--- src/bl_ctrl_regs.svh ---
// Register offsets, field positions, reset values and timing counts.
// Notes on behaviour
// RULE1: Ramp brightness over 3-bit programmed slope time.
// RULE2: Same slope time for up and down.
// RULE3: Dither depth zero to three extra bits.
// RULE4: Hold bit keeps dithering in steady state; the code has no effect there, as the fraction is zero when not ramping.
// RULE5: Three-bit dither lengthens one pulse per eight.
// RULE6: Status read clears latched fault flags.
// RULE7: Open flag: max boost request with low comparator.
// RULE8: Low comparator raises requested boost level.
// RULE9: String optimized when mid and low deasserted.
// RULE10: Short: optimized string plus another string high.
// RULE11: Undervoltage enable and threshold select.
// RULE12: Undervoltage stops outputs, flags, restarts automatically.
// RULE13: Undervolt flag clears on enable low or read.
// RULE14: Overcurrent stops boost, flags, restarts when cleared.
// RULE15: Thermal stops outputs and boost, flags, hysteresis.
// RULE16: Shutdown while chip enable pin is low.
// RULE17: Source code 00 uses PWM input, else on-bit.
// RULE18: Brightness from register or measured PWM duty.
// RULE19: Configuration writes blocked in active mode.
// RULE20: Status layout bit7 open to bit0 undervolt.
// RULE21: Flags stay set until an explicit clear.
`ifndef BL_CTRL_REGS_SVH
`define BL_CTRL_REGS_SVH
`define BRIGHT_ADDR 8'h00
`define DEVCTL_ADDR 8'h01
`define STATUS_ADDR 8'h02
`define CONFIG_ADDR 8'h03
`define STATUS_RESET 8'h00
`define DEVCTL_RESET 8'h00
`define CONFIG_RESET 8'h00
`define ST_OPEN 7
`define ST_SHORT 6
`define ST_VREF 5
`define ST_VBOOST 4
`define ST_OVP 3
`define ST_OCP 2
`define ST_TSD 1
`define ST_UV 0
`define DC_ON 0
`define DC_SRC_LSB 1
`define CF_SLOPE_LSB 0
`define CF_DITH_LSB 3
`define CF_HOLD 5
`define CF_UV_EN 6
`define CF_UV_SEL 7
`define SLOPE_MAX_MS 500
`define CLK_HZ 20000000
`define BOOST_STEP_CYCLES 16'd1000
`endif

--- src/bl_ctrl_pkg.sv ---
// Types shared by the backlight controller modules.
package bl_ctrl_pkg;
   typedef enum logic [2:0] {
      MODE_SHUTDOWN = 3'b001,
      MODE_STANDBY = 3'b010,
      MODE_ACTIVE = 3'b100
   } mode_e;
   typedef logic [7:0] byte_t;
endpackage : bl_ctrl_pkg

--- src/slope_if.sv ---
// Interface carrying ramp settings to the slope engine and its results back.
`timescale 1ns/100ps
`default_nettype none
interface slope_if;
   logic [7:0] target;
   logic [2:0] slope_sel;
   logic [1:0] dither_depth;
   logic hold_dither_en;
   logic pwm_tick;
   logic [7:0] level;
   logic stretch;
   logic ramping;
   modport ctrl (output target, slope_sel, dither_depth, hold_dither_en,
      pwm_tick, input level, stretch, ramping);
   modport eng (input target, slope_sel, dither_depth, hold_dither_en,
      pwm_tick, output level, stretch, ramping);
endinterface : slope_if
`default_nettype wire

--- src/bl_ctrl.sv ---
// Backlight fault detection, mode and brightness control top.
`timescale 1ns/100ps
`default_nettype none
`include "bl_ctrl_regs.svh"
module bl_ctrl #(
   parameter int STRINGS = 6,
   parameter int BOOST_BITS = 4
) (
   input wire logic clk_in,
   input wire logic rst_n_in,
   input wire logic chip_enable_pin_in,
   input wire logic reg_wr_in,
   input wire logic reg_rd_in,
   input wire logic [7:0] reg_addr_in,
   input wire logic [7:0] reg_wdata_in,
   output logic [7:0] reg_rdata_out,
   input wire logic pwm_in,
   input wire logic [STRINGS-1:0] cmp_low_in,
   input wire logic [STRINGS-1:0] cmp_mid_in,
   input wire logic [STRINGS-1:0] cmp_high_in,
   input wire logic vin_below_2v5_in,
   input wire logic vin_below_5v2_in,
   input wire logic overcurrent_in,
   input wire logic hot_150_in,
   input wire logic cool_130_in,
   input wire logic ovp_in,
   input wire logic vref_ok_in,
   input wire logic vboost_ok_in,
   output logic [BOOST_BITS-1:0] boost_req_out,
   output logic boost_en_out,
   output logic led_en_out,
   output logic led_pwm_out,
   output bl_ctrl_pkg::mode_e mode_out
);
   import bl_ctrl_pkg::*;
   slope_if s ();
   logic en_q;
   mode_e mode_q;
   byte_t bright_q, devctl_q, config_q, status_q;
   logic uv_q, tsd_q;
   logic [BOOST_BITS-1:0] boost_q;
   logic [15:0] bcnt_q;
   logic [7:0] pcnt_q, hi_cnt_q, duty_q;
   logic pwm_d1_q;
   logic [8:0] width_q;
   logic [STRINGS-1:0] optimized;
   logic open_ev, short_ev, uv_now, on_req, rd_status;
   byte_t status_d, rdata_d;
   bl_slope #(.SLOPE_MAX_CYCLES(10000000)) u_slope (
      .clk_in(clk_in),
      .rst_n_in(rst_n_in),
      .s(s)
   );
   assign rd_status = reg_rd_in && reg_addr_in == `STATUS_ADDR;
   always_ff @(posedge clk_in or negedge rst_n_in) begin
      if (!rst_n_in) begin
         en_q <= 1'b0;
      end else begin
         en_q <= chip_enable_pin_in;
      end
   end
   // Source 00 turns on from PWM activity, others from on-bit. [RULE17]
   assign on_req = (devctl_q[`DC_SRC_LSB +: 2] == 2'b00) ? (duty_q != 8'h00)
      : devctl_q[`DC_ON];
   always_ff @(posedge clk_in or negedge rst_n_in) begin
      if (!rst_n_in) begin
         mode_q <= MODE_SHUTDOWN;
      end else if (!en_q) begin
         mode_q <= MODE_SHUTDOWN; // [RULE16]
      end else begin
         unique case (mode_q)
            MODE_SHUTDOWN: mode_q <= MODE_STANDBY;
            MODE_STANDBY: if (on_req) mode_q <= MODE_ACTIVE;
            MODE_ACTIVE: if (!on_req) mode_q <= MODE_STANDBY;
         endcase
      end
   end
   always_ff @(posedge clk_in or negedge rst_n_in) begin
      if (!rst_n_in) begin
         bright_q <= 8'h00;
         devctl_q <= `DEVCTL_RESET;
         config_q <= `CONFIG_RESET;
      end else if (!en_q) begin
         devctl_q <= `DEVCTL_RESET;
      end else if (reg_wr_in) begin
         if (reg_addr_in == `BRIGHT_ADDR) bright_q <= reg_wdata_in;
         if (reg_addr_in == `DEVCTL_ADDR) devctl_q <= reg_wdata_in;
         if (reg_addr_in == `CONFIG_ADDR && mode_q != MODE_ACTIVE) begin
            config_q <= reg_wdata_in; // [RULE19]
         end
      end
   end
   // PWM duty measured over 256-cycle windows. [RULE18]
   always_ff @(posedge clk_in or negedge rst_n_in) begin
      if (!rst_n_in) begin
         pcnt_q <= 8'h00;
         hi_cnt_q <= 8'h00;
         duty_q <= 8'h00;
      end else begin
         pcnt_q <= pcnt_q + 8'h01;
         if (pcnt_q == 8'hFF) begin
            duty_q <= hi_cnt_q + {7'h00, pwm_in};
            hi_cnt_q <= 8'h00;
         end else if (pwm_in) begin
            hi_cnt_q <= hi_cnt_q + 8'h01;
         end
      end
   end
   assign s.target = (devctl_q[`DC_SRC_LSB +: 2] == 2'b00) ? duty_q
      : bright_q; // [RULE18]
   assign s.slope_sel = config_q[`CF_SLOPE_LSB +: 3]; // [RULE1]
   assign s.dither_depth = config_q[`CF_DITH_LSB +: 2]; // [RULE3]
   assign s.hold_dither_en = config_q[`CF_HOLD]; // [RULE4]
   assign s.pwm_tick = (pcnt_q == 8'hFF);
   // Selected threshold; disabled detector never trips. [RULE11]
   assign uv_now = config_q[`CF_UV_EN] &&
      (config_q[`CF_UV_SEL] ? vin_below_5v2_in : vin_below_2v5_in);
   always_ff @(posedge clk_in or negedge rst_n_in) begin
      if (!rst_n_in) begin
         uv_q <= 1'b0;
         tsd_q <= 1'b0;
      end else begin
         uv_q <= uv_now; // [RULE12]
         if (hot_150_in) tsd_q <= 1'b1; // [RULE15]
         else if (cool_130_in) tsd_q <= 1'b0;
      end
   end
   // Low comparator steps boost request up; down only with no low, some high and some string with mid set. [RULE8]
   always_ff @(posedge clk_in or negedge rst_n_in) begin
      if (!rst_n_in) begin
         boost_q <= '0;
         bcnt_q <= 16'h0000;
      end else if (mode_q != MODE_ACTIVE) begin
         boost_q <= '0;
         bcnt_q <= 16'h0000;
      end else if (bcnt_q == `BOOST_STEP_CYCLES) begin
         bcnt_q <= 16'h0000;
         if (|cmp_low_in && boost_q != '1) boost_q <= boost_q + BOOST_BITS'(1);
         else if (&(optimized | cmp_low_in) == 1'b0 && boost_q != '0 &&
            |cmp_high_in && !(|cmp_low_in)) boost_q <= boost_q - BOOST_BITS'(1);
      end else begin
         bcnt_q <= bcnt_q + 16'h0001;
      end
   end
   assign optimized = ~cmp_mid_in & ~cmp_low_in; // [RULE9]
   assign open_ev = mode_q == MODE_ACTIVE && boost_q == '1 &&
      |cmp_low_in; // [RULE7]
   always_comb begin
      short_ev = 1'b0;
      for (int i = 0; i < STRINGS; i++) begin
         for (int j = 0; j < STRINGS; j++) begin
            if (i != j && optimized[i] && !cmp_high_in[i] && cmp_high_in[j])
               short_ev = 1'b1; // [RULE10]
         end
      end
      short_ev = short_ev && mode_q == MODE_ACTIVE;
   end
   // Flags latch; new event wins over read clear. [RULE21] [RULE20]
   always_comb begin
      status_d = rd_status ? `STATUS_RESET : status_q; // [RULE6]
      if (!en_q) status_d[`ST_UV] = 1'b0; // [RULE13]
      if (open_ev) status_d[`ST_OPEN] = 1'b1;
      if (short_ev) status_d[`ST_SHORT] = 1'b1;
      if (vref_ok_in) status_d[`ST_VREF] = 1'b1;
      if (vboost_ok_in) status_d[`ST_VBOOST] = 1'b1;
      if (ovp_in) status_d[`ST_OVP] = 1'b1;
      if (overcurrent_in) status_d[`ST_OCP] = 1'b1; // [RULE14]
      if (hot_150_in) status_d[`ST_TSD] = 1'b1; // [RULE15]
      if (uv_now && en_q) status_d[`ST_UV] = 1'b1; // [RULE12]
   end
   always_ff @(posedge clk_in or negedge rst_n_in) begin
      if (!rst_n_in) begin
         status_q <= `STATUS_RESET;
      end else begin
         status_q <= status_d;
      end
   end
   always_comb begin
      unique case (reg_addr_in)
         `BRIGHT_ADDR: rdata_d = bright_q;
         `DEVCTL_ADDR: rdata_d = devctl_q;
         `STATUS_ADDR: rdata_d = status_q;
         `CONFIG_ADDR: rdata_d = config_q;
         default: rdata_d = 8'h00;
      endcase
   end
   // PWM out: 256-cycle period, duty level plus one when stretched. [RULE5]
   always_ff @(posedge clk_in or negedge rst_n_in) begin
      if (!rst_n_in) begin
         reg_rdata_out <= 8'h00;
         boost_req_out <= '0;
         boost_en_out <= 1'b0;
         led_en_out <= 1'b0;
         led_pwm_out <= 1'b0;
         mode_out <= MODE_SHUTDOWN;
         width_q <= 9'h000;
      end else begin
         if (reg_rd_in) reg_rdata_out <= rdata_d;
         boost_req_out <= boost_q;
         // Boost stops on any of the three faults. [RULE12] [RULE14] [RULE15]
         boost_en_out <= mode_q == MODE_ACTIVE && !uv_q && !tsd_q &&
            !overcurrent_in;
         led_en_out <= mode_q == MODE_ACTIVE && !uv_q && !tsd_q;
         if (s.pwm_tick) width_q <= {1'b0, s.level} + {8'h00, s.stretch};
         led_pwm_out <= {1'b0, pcnt_q} < width_q && mode_q == MODE_ACTIVE;
         mode_out <= mode_q;
      end
   end
endmodule : bl_ctrl
`default_nettype wire

--- src/bl_slope.sv ---
// Brightness slope engine with fractional dithering.
`timescale 1ns/100ps
`default_nettype none
`include "bl_ctrl_regs.svh"
module bl_slope #(
   parameter int SLOPE_MAX_CYCLES = `SLOPE_MAX_MS * (`CLK_HZ / 1000)
) (
   input wire logic clk_in,
   input wire logic rst_n_in,
   slope_if.eng s
);
   // Full scale is 256 levels of 8 substeps each, 2048 steps in all.
   localparam int STEP_MAX = SLOPE_MAX_CYCLES / 2048;
   logic [10:0] cur_q;
   logic [23:0] cnt_q;
   logic [2:0] phase_q;
   logic [23:0] step_cycles;
   logic [2:0] frac;
   always_comb begin
      step_cycles = 24'(STEP_MAX * s.slope_sel / 7);
   end
   always_ff @(posedge clk_in or negedge rst_n_in) begin
      if (!rst_n_in) begin
         cur_q <= 11'h000;
         cnt_q <= 24'h00_0000;
      end else if (cur_q[10:3] == s.target && cur_q[2:0] == 3'h0) begin
         cnt_q <= 24'h00_0000;
      end else if (cnt_q >= step_cycles) begin
         cnt_q <= 24'h00_0000;
         // Same step period in both directions. [RULE1] [RULE2]
         if (cur_q[10:3] < s.target) begin
            cur_q <= cur_q + 11'h001;
         end else begin
            cur_q <= cur_q - 11'h001;
         end
      end else begin
         cnt_q <= cnt_q + 24'h00_0001;
      end
   end
   always_ff @(posedge clk_in or negedge rst_n_in) begin
      if (!rst_n_in) begin
         phase_q <= 3'h0;
      end else if (s.pwm_tick) begin
         phase_q <= phase_q + 3'h1;
      end
   end
   always_comb begin
      // Fraction kept to the programmed depth. [RULE3]
      unique case (s.dither_depth)
         2'd0: frac = 3'h0;
         2'd1: frac = {cur_q[2], 2'b00};
         2'd2: frac = {cur_q[2:1], 1'b0};
         default: frac = cur_q[2:0];
      endcase
   end
   assign s.ramping = !(cur_q[10:3] == s.target && cur_q[2:0] == 3'h0);
   assign s.level = cur_q[10:3];
   // Pulse k of eight stretched by one step when bit-reversed k below fraction. [RULE5]
   assign s.stretch = (s.ramping || s.hold_dither_en) && // [RULE4]
      ({phase_q[0], phase_q[1], phase_q[2]} < frac);
endmodule : bl_slope
`default_nettype wire

--- config.mk ---
export PLATFORM = sky130hd
export DESIGN_NAME = bl_ctrl
export DESIGN_NICKNAME = d
export VERILOG_FILES = /design/src/bl_ctrl_pkg.sv /design/src/slope_if.sv /design/src/bl_ctrl.sv /design/src/bl_slope.sv
export VERILOG_INCLUDE_DIRS = /design/src /design/src/src
export SDC_FILE = /design/constraint.sdc
export NUM_CORES = 1
export LEC_CHECK = 0
export BUFFER_PORTS_ARGS = -buffer_cell sky130_fd_sc_hd__buf_2
export CAP_MARGIN = 20
export CORE_ASPECT_RATIO = 2
export CORE_UTILIZATION = 61
export DETAILED_ROUTE_END_ITERATION = 7
export PLACE_DENSITY_LB_ADDON = 0.12
export SLEW_MARGIN = 10
export SYNTH_ARGS = -nofsm -noshare
export SYNTH_HDL_FRONTEND = slang
export SYNTH_HIERARCHICAL = 1
export SYNTH_SLANG_ARGS = --single-unit
export TNS_END_PERCENT = 5
--- constraint.sdc ---
create_clock -name clk_in -period 32.5 [get_ports clk_in]
set_clock_uncertainty 0.05 [all_clocks]
set_input_delay 3.25 -clock clk_in [delete_from_list [all_inputs] [get_ports clk_in]]
set_output_delay 3.25 -clock clk_in [all_outputs]
set_load 0.05 [all_outputs]
==> out/qor_table.md, run 1 <==
| Result | Reported |
|---|---|
| Area share of the largest cell type after synthesis | 0.259 |
| NetSw | 321 uW |
| Type of element launching the critical path | flip-flop |
| Commonest cells post-synth | sky130_fd_sc_hd__nor2_1 (162), sky130_fd_sc_hd__dfrtp_1 (145), sky130_fd_sc_hd__nand2_1 (111) |
| Via count of the first global-routing pass | 13700 |
| Die outline area | 23700 sq um |
| Register bit count reported by yosys | 147 |
| Count of cell types in the netlist | 137 |
| Storage element area | 3680 sq um |
| Biggest area consumer among synthesized cells | sky130_fd_sc_hd__dfrtp_1 |
| Global routing usage on met2 | 0.684 |
| Cell class contributing the biggest share of worst-path delay | compound AO/OA/AOI/OAI gates |
| Yosys warning total | 6 |
| Maximum clock frequency | 54.0 MHz |
| Maximum vdd drop | 0.0621 mV |
| Share of async-settable or async-resettable flops after synthesis | 1.00 |
| Site row count | 78 |
| Endpoint arrival time on the critical path | 18.80 ns |
| Clock root cell | sky130_fd_sc_hd__clkbuf_16 |
| Launch instance of the worst register-to-register path | config_q[1] |
| Tightest Hold Check Type | reg -> reg |
| Level count of the clock H-tree | 4 |
| Max clock buf depth | 3 |
| Initial core utilization | 0.620 |
| Number of inserted filler cells in the final layout | 1937 |
| Netlist area before placement | 14000 sq um |
| Share of final-layout standard cells stronger than drive strength 1 | 0.156 |
| Most common flop cell mapped by yosys | sky130_fd_sc_hd__dfrtp_1 |
| Met3 usage | 0.137 |
| Reg clk slew, reported paths | 0.06 ns |
| Quantity of I/O buffers inserted on ports | 65 |
| Drt initial violations | 831 |
| All-Layer GR Usage | 0.400 |
| Pin count of the biggest net entering global routing | 78 |
| Final Setup Violations | 0 |
| Critical-path cell with the highest stage delay | sky130_fd_sc_hd__nor4_4 |
| Top-level port count | 66 |
| Worst EP required | 32.80 ns |
| Number of buffers added by the clock tree synthesis step | 25 |
| Setup Buffers After CTS | 0 |
| Antenna-violating nets left | 0 |
| Multi-input gate area | 9790 sq um |
| Met1 Use GR | 0.365 |
| Number of vias per cell | 6.81 |
| Final period util | 0.570 |
| Combinational fraction of design power | 0.461 |
| Routed length per instance | 23.1 um |
| Depth of the worst hold-timing path | 0 |
| # clock sinks | 147 |
| Worst Tran Pin Value | 1.18 ns |
| Critical path launch point | config_q[1] |
| Buf+Inv Stages, Crit Path | 7 |
| Placer's final routability congestion estimate | 1.01 |
| Via Count | 13400 |
| Most repeated cell in the gate-level netlist after synthesis | sky130_fd_sc_hd__nor2_1 |
| Y dimension of the die | 217 um |
| Slew Limit Headroom | 0.203 |
| First-pass GRT wire length | 71.7 mm |
| Layout overhead on the synthesized area | 7.91% |
| WS Path Type | reg -> reg |
| Net count, final | 1795 |
| Post-synthesis area per instance | 8.60 sq um |
| Finished Cell Area | 15100 sq um |
| Setup slack, reg-to-reg | 13.99 ns |
| Cell area power density | 51.9 nW/um^2 |
| Clock period minus final worst setup slack | 18.51 ns |
| Syn Inst Count | 1631 |
| Crit end category | flip-flop |
| Number of iterations in the first detailed-routing pass | 5 |
| Internal power | 464 uW |
| Area post-placement | 14500 sq um |
| Number of flops mapped to enable cells by yosys | 0 |
| Detailed-route DRC error count | 0 |
| Initial antenna violation count | 1 |
| Portion of the post-synthesis area used by sequential elements | 0.262 |
| Max-capacitance violation count | 0 |
| Endpoints failing hold | 0 |
| Number of hold buffers added after CTS | 0 |
| Global route overflow | 0 |
| Worst Path Max Fanout | 20 |
| Final-report max-slew violation count | 0 |
| Placeable core area | 22600 sq um |
| Pre-CTS setup slack | 14.48 ns |
| Slack of the critical path | 13.99 ns |
| Leakage power | 0.00648 uW |
| Later-pin clock latency in the skew report | 0.48 ns |
| Delay contributed by the slowest stage of the critical path | 0.76 ns |
| Sw Ratio | 0.409 |
| Die width | 109 um |
| Endpoint of the worst setup timing path | u_slope/cur_q[1] |
| Reg power frac | 0.267 |
| Sum of negative setup slack | 0 ns |
| Stages on worst setup path | 69 |
| Total wire length | 45.2 mm |
| Resized Gates After CTS | 0 |
| R2r worst-path depth | 69 |
| Top Usage Layer GRT | met2 |
| CTS tree | done |
| Clock share of power | 0.272 |
| Area contributors post-synth | sky130_fd_sc_hd__dfrtp_1 (26%), sky130_fd_sc_hd__ha_1 (6.2%), sky130_fd_sc_hd__nor2_1 (4.3%) |
| Status | finished, final reports clean |
| RSZ-0062 raised after global routing | false |
| Detailed-placement wirelength estimate | 33.6 mm |
| Reg2reg end | u_slope/cur_q[1] |
==> cell families after synthesis <==
kind of cell / count (synthesis) / share of synthesized area
mux: 84 / 0.0720
simple gates: 637 / 0.246
compound gates: 435 / 0.231
fa+ha+maj: 72 / 0.0651
xor+xnor: 123 / 0.0802
buf+inv: 132 / 0.0425
other cells: 1 / 0.000267
flops: 147 / 0.262
==> power by group through the flow <==
| stage | Clock [uW] | Combinational [uW] | Sequential [uW] |
|---|---|---|---|
| after global placement | 0 | 340 | 212 |
| final | 214 | 362 | 210 |
| after global routing | 225 | 393 | 212 |
| after detailed placement | 0 | 346 | 213 |
| after CTS | 217 | 348 | 210 |
| after floorplan | 0 | 278 | 207 |
==> stage by stage <==
step                total power [uW]  hold WS (ns)  utilization  instances
finish                           786         0.337        0.669       1961
global route                     830         0.340        0.669       1960
CTS                              775         0.336        0.668       1960
detailed placement               558         0.321        0.639       1929
global placement                 553         0.321        0.639       1929
floorplan                        485         0.311            -       1639
==> layout make-up <==
class,instances,share of cell area
clock buffer,30,0.0432
antenna,1,0.000165
timing repair buffer,75,0.0269
multi-input combinational,1360,0.647
inverter,67,0.0166
sequential,147,0.243
clock inverter,1,0.000330
tap,280,0.0231
==> how the worst min path moves through the flow <==
stage                     startpoint          end  slack [ns]
after global placement     mode_q[0]  mode_out[0]        0.32
after detailed placement   mode_q[0]  mode_out[0]        0.32
after CTS                  mode_q[0]  mode_out[0]        0.34
after floorplan            mode_q[0]  mode_out[0]        0.31
final                      mode_q[0]  mode_out[0]        0.34
after global routing       mode_q[0]  mode_out[0]        0.34
==> layout by cell type (no fill, tap or decap), types with 47 or more instances in the layout <==
master                    synthesis  final
sky130_fd_sc_hd__nor2_1         162    162
sky130_fd_sc_hd__nand2_1        111    111
sky130_fd_sc_hd__dfrtp_1        145    145
sky130_fd_sc_hd__a21oi_1         81     81
sky130_fd_sc_hd__ha_1            69     69
sky130_fd_sc_hd__buf_2           15     64
sky130_fd_sc_hd__inv_1           57     57
sky130_fd_sc_hd__nor3_1          47     47
sky130_fd_sc_hd__xor2_1          57     57
sky130_fd_sc_hd__o21ai_0         74     74
sky130_fd_sc_hd__xnor2_1         62     62
sky130_fd_sc_hd__nand3_1         70     70
==> metal layers <==
metal / part of all wire / wire (um)
met3: 0.075 / 3380
met2: 0.51 / 22900
met1: 0.32 / 14600
met5: 0 / 0
met4: 0.095 / 4310
==> sequential cells by signal, summed over array words and instances (netlist names), 3 cells and up <==
| signal | cells |
|---|---|
| bright_q | 8 |
| width_q | 9 |
| hi_cnt_q | 8 |
| mode_q | 3 |
| reg_rdata_out | 8 |
| u_slope/phase_q | 3 |
| boost_req_out | 4 |
| bcnt_q | 16 |
| u_slope/cnt_q | 24 |
| config_q | 8 |
| pcnt_q | 8 |
| mode_out | 3 |
| u_slope/cur_q | 11 |
| boost_q | 4 |
| status_q | 8 |
| duty_q | 8 |
| devctl_q | 8 |
No activity file was read; power rests on OpenSTA's default activity.
==> run 2: changes to the inputs <==
CORE_UTILIZATION = 58   (was 61)
clock period = 16.7 ns   (was 32.5 ns; I/O delays follow)
==> run 2 against run 1 <==
  * Via count up 0.58%
  * Sequential power grew 95%
  * Hold slack got worse by 0.011 ns
==> out/qor_table.md, run 2 (same netlist as run 1, synthesis figures left out) <==
| Result | Reported | vs previous |
|---|---|---|
| Status | finished, final reports clean |  |
| Detailed-placement wirelength estimate | 35.4 mm | +5.5% |
| Internal power | 909 uW | +96% |
| Share of final-layout standard cells stronger than drive strength 1 | 0.193 | +0.0370 |
| Endpoint arrival time on the critical path | 16.07 ns | -2.73 ns |
| Worst EP required | 17.00 ns | -15.80 ns |
| Critical-path cell with the highest stage delay | sky130_fd_sc_hd__or4_1 |  |
| Antenna-violating nets left | 0 | unchanged |
| Highest-count cells in the layout ignoring fill and taps | sky130_fd_sc_hd__nor2_1 (160), sky130_fd_sc_hd__dfrtp_1 (144), sky130_fd_sc_hd__nand2_1 (110) |  |
| Pin count of the biggest net entering global routing | 81 | +3.8% |
| Maximum clock frequency | 63.4 MHz | +17% |
| Depth of the worst hold-timing path | 0 | unchanged |
| Worst Path Max Fanout | 14 | -30% |
| Clock share of power | 0.252 | -0.020 |
| Most common cell after layout, fill and taps aside | sky130_fd_sc_hd__nor2_1 |  |
| Combinational fraction of design power | 0.484 | +0.023 |
| CTS tree | done |  |
| Cell area power density | 99.5 nW/um^2 | +92% |
| Die width | 112 um | +2.5% |
| Placer's final routability congestion estimate | 0.981 | -3.2% |
| Cell with the most instances on the worst path | sky130_fd_sc_hd__buf_4 |  |
| Number of hold buffers added after CTS | 0 | unchanged |
| Final-report max-slew violation count | 0 | unchanged |
| Final Setup Violations | 0 | unchanged |
| NetSw | 642 uW | +100% |
| Utilization of the core after routing | 0.655 | -0.0141 |
| Die outline area | 24900 sq um | +5.1% |
| Top reg by flops | u_slope/cnt_q |  |
| Clock period minus final worst setup slack | 15.78 ns | -2.73 ns |
| Net count, final | 1828 | +1.8% |
| R2r worst-path depth | 72 | +4.3% |
| Max clock buf depth | 2 | -1 |
| Crit end category | flip-flop |  |
| Total Power Consumption | 1550 uW | +97% |
| Site row count | 80 | +2.6% |
| Maximum vdd drop | 0.109 mV | +75% |
| Tightest Hold Check Type | reg -> reg |  |
| Final period util | 0.945 | +0.375 |
| # clock sinks | 147 | unchanged |
| Quantity of I/O buffers inserted on ports | 65 | unchanged |
| Leakage power | 0.00671 uW | +3.7% |
| Layout overhead on the synthesized area | 11.1% |  |
| Sw Ratio | 0.414 | +0.00479 |
| Endpoints failing hold | 0 | unchanged |
| Number of iterations in the first detailed-routing pass | 8 | +3 |
| Drt initial violations | 723 | -13% |
| Max-capacitance violation count | 0 | unchanged |
| Total wire length | 45.1 mm | -0.35% |
| Via count of the first global-routing pass | 13600 | -0.18% |
| Top-level port count | 66 | unchanged |
| Placeable core area | 23800 sq um | +5.2% |
| Largest registers | u_slope/cnt_q x24, bcnt_q x16, u_slope/cur_q x11 |  |
| Level count of the clock H-tree | 4 | unchanged |
| Routed length per instance | 22.4 um | -2.7% |
| Detailed-route DRC error count | 0 | unchanged |
| Y dimension of the die | 222 um | +2.5% |
| Via Count | 13400 | +0.58% |
| Later-pin clock latency in the skew report | 0.42 ns | -0.06 ns |
| Initial antenna violation count | 1 | unchanged |
| WS Path Type | reg -> reg |  |
| Reg power frac | 0.264 | -0.003 |
| Reg clk slew, reported paths | 0.06 ns | about the same |
| First-pass GRT wire length | 70.2 mm | -2.1% |
| Number of buffers added by the clock tree synthesis step | 17 | -32% |
| All-Layer GR Usage | 0.364 | -0.0359 |
| Global route overflow | 0 | unchanged |
| Clock root cell | sky130_fd_sc_hd__clkbuf_16 |  |
| Delay contributed by the slowest stage of the critical path | 0.59 ns | -0.17 ns |
| Number of vias per cell | 6.69 | -1.8% |
| Initial core utilization | 0.589 | -0.0307 |
| Type of element launching the critical path | flip-flop |  |
| Worst Tran Pin Value | 0.838 ns | -0.345 ns |
| Slew Limit Headroom | 0.436 | +0.232 |
| Max reg flops | 24 | unchanged |
-- run 2: power groups by stage --
stage / combinational (uW) / sequential (uW) / clock (uW)
6_report: 752 / 410 / 390
5_1_grt: 810 / 412 / 410
4_1_cts: 718 / 409 / 395
3_5_place_dp: 711 / 415 / 0
3_3_place_gp: 707 / 415 / 0
2_1_floorplan: 541 / 403 / 0
-- run 2: repair_timing --
action                                  4_1_cts  5_1_grt
buffers inserted                              0        6
gates resized for setup                       0       40
endpoints found under the setup margin        0       26
hold endpoints to repair                      0        0
-- run 2: cell type report --
type                       instances  area, sq um
clock buffer                      23          488
clock inverter                     8          124
tap                              287          359
antenna                            1         2.50
timing repair buffer             116          714
inverter                          67          251
fill                            2076         8230
multi-input combinational       1360         9980
sequential                       147         3680
-- run 2: worst paths after layout --
kind                              from                 to  slack, ns
setup / recovery           config_q[2]  u_slope/cnt_q[11]       0.92
max in group asynchronous     rst_n_in         width_q[2]      14.00
min in group asynchronous     rst_n_in   reg_rdata_out[6]       1.22
setup reg to reg           config_q[2]  u_slope/cnt_q[11]       0.92
hold / removal               mode_q[0]        mode_out[0]       0.33
hold reg to reg              mode_q[0]        mode_out[0]       0.33
-- run 2: through the flow --
step,cell area (sq um),hold WS (ns),setup TNS (ns),setup WS [ns],cells
finish,15600,0.325,0,0.921,2009
global route,15600,0.331,-0.0436,-0.0309,2009
CTS,15400,0.325,0,0.149,2002
detailed placement,14700,0.317,0,0.199,1971
global placement,14700,0.315,0,0.518,1971
floorplan,14100,0.311,0,2.07,1639
-- run 2: metal layers --
| layer | wire length [um] | track usage | vias to the layer above |
|---|---|---|---|
| met4 | 4010 | 0.290 | 0 |
| met1 | 14700 | 0.326 | 6507 |
| met5 | 0 | 0 | - |
| met2 | 24700 | 0.705 | 493 |
| met3 | 1670 | 0.0558 | 219 |
| li1 | - | - | 6217 |
-- run 2: critical path: cells and delay by family, from the launching register on --
kind | cells | cell delay [ns]
mux | 2 | 0.53
fa+ha+maj | 5 | 1.40
simple gates | 30 | 5.63
buf+inv | 10 | 2.03
xor+xnor | 1 | 0.26
flops | 1 | 0.39
compound gates | 24 | 5.33
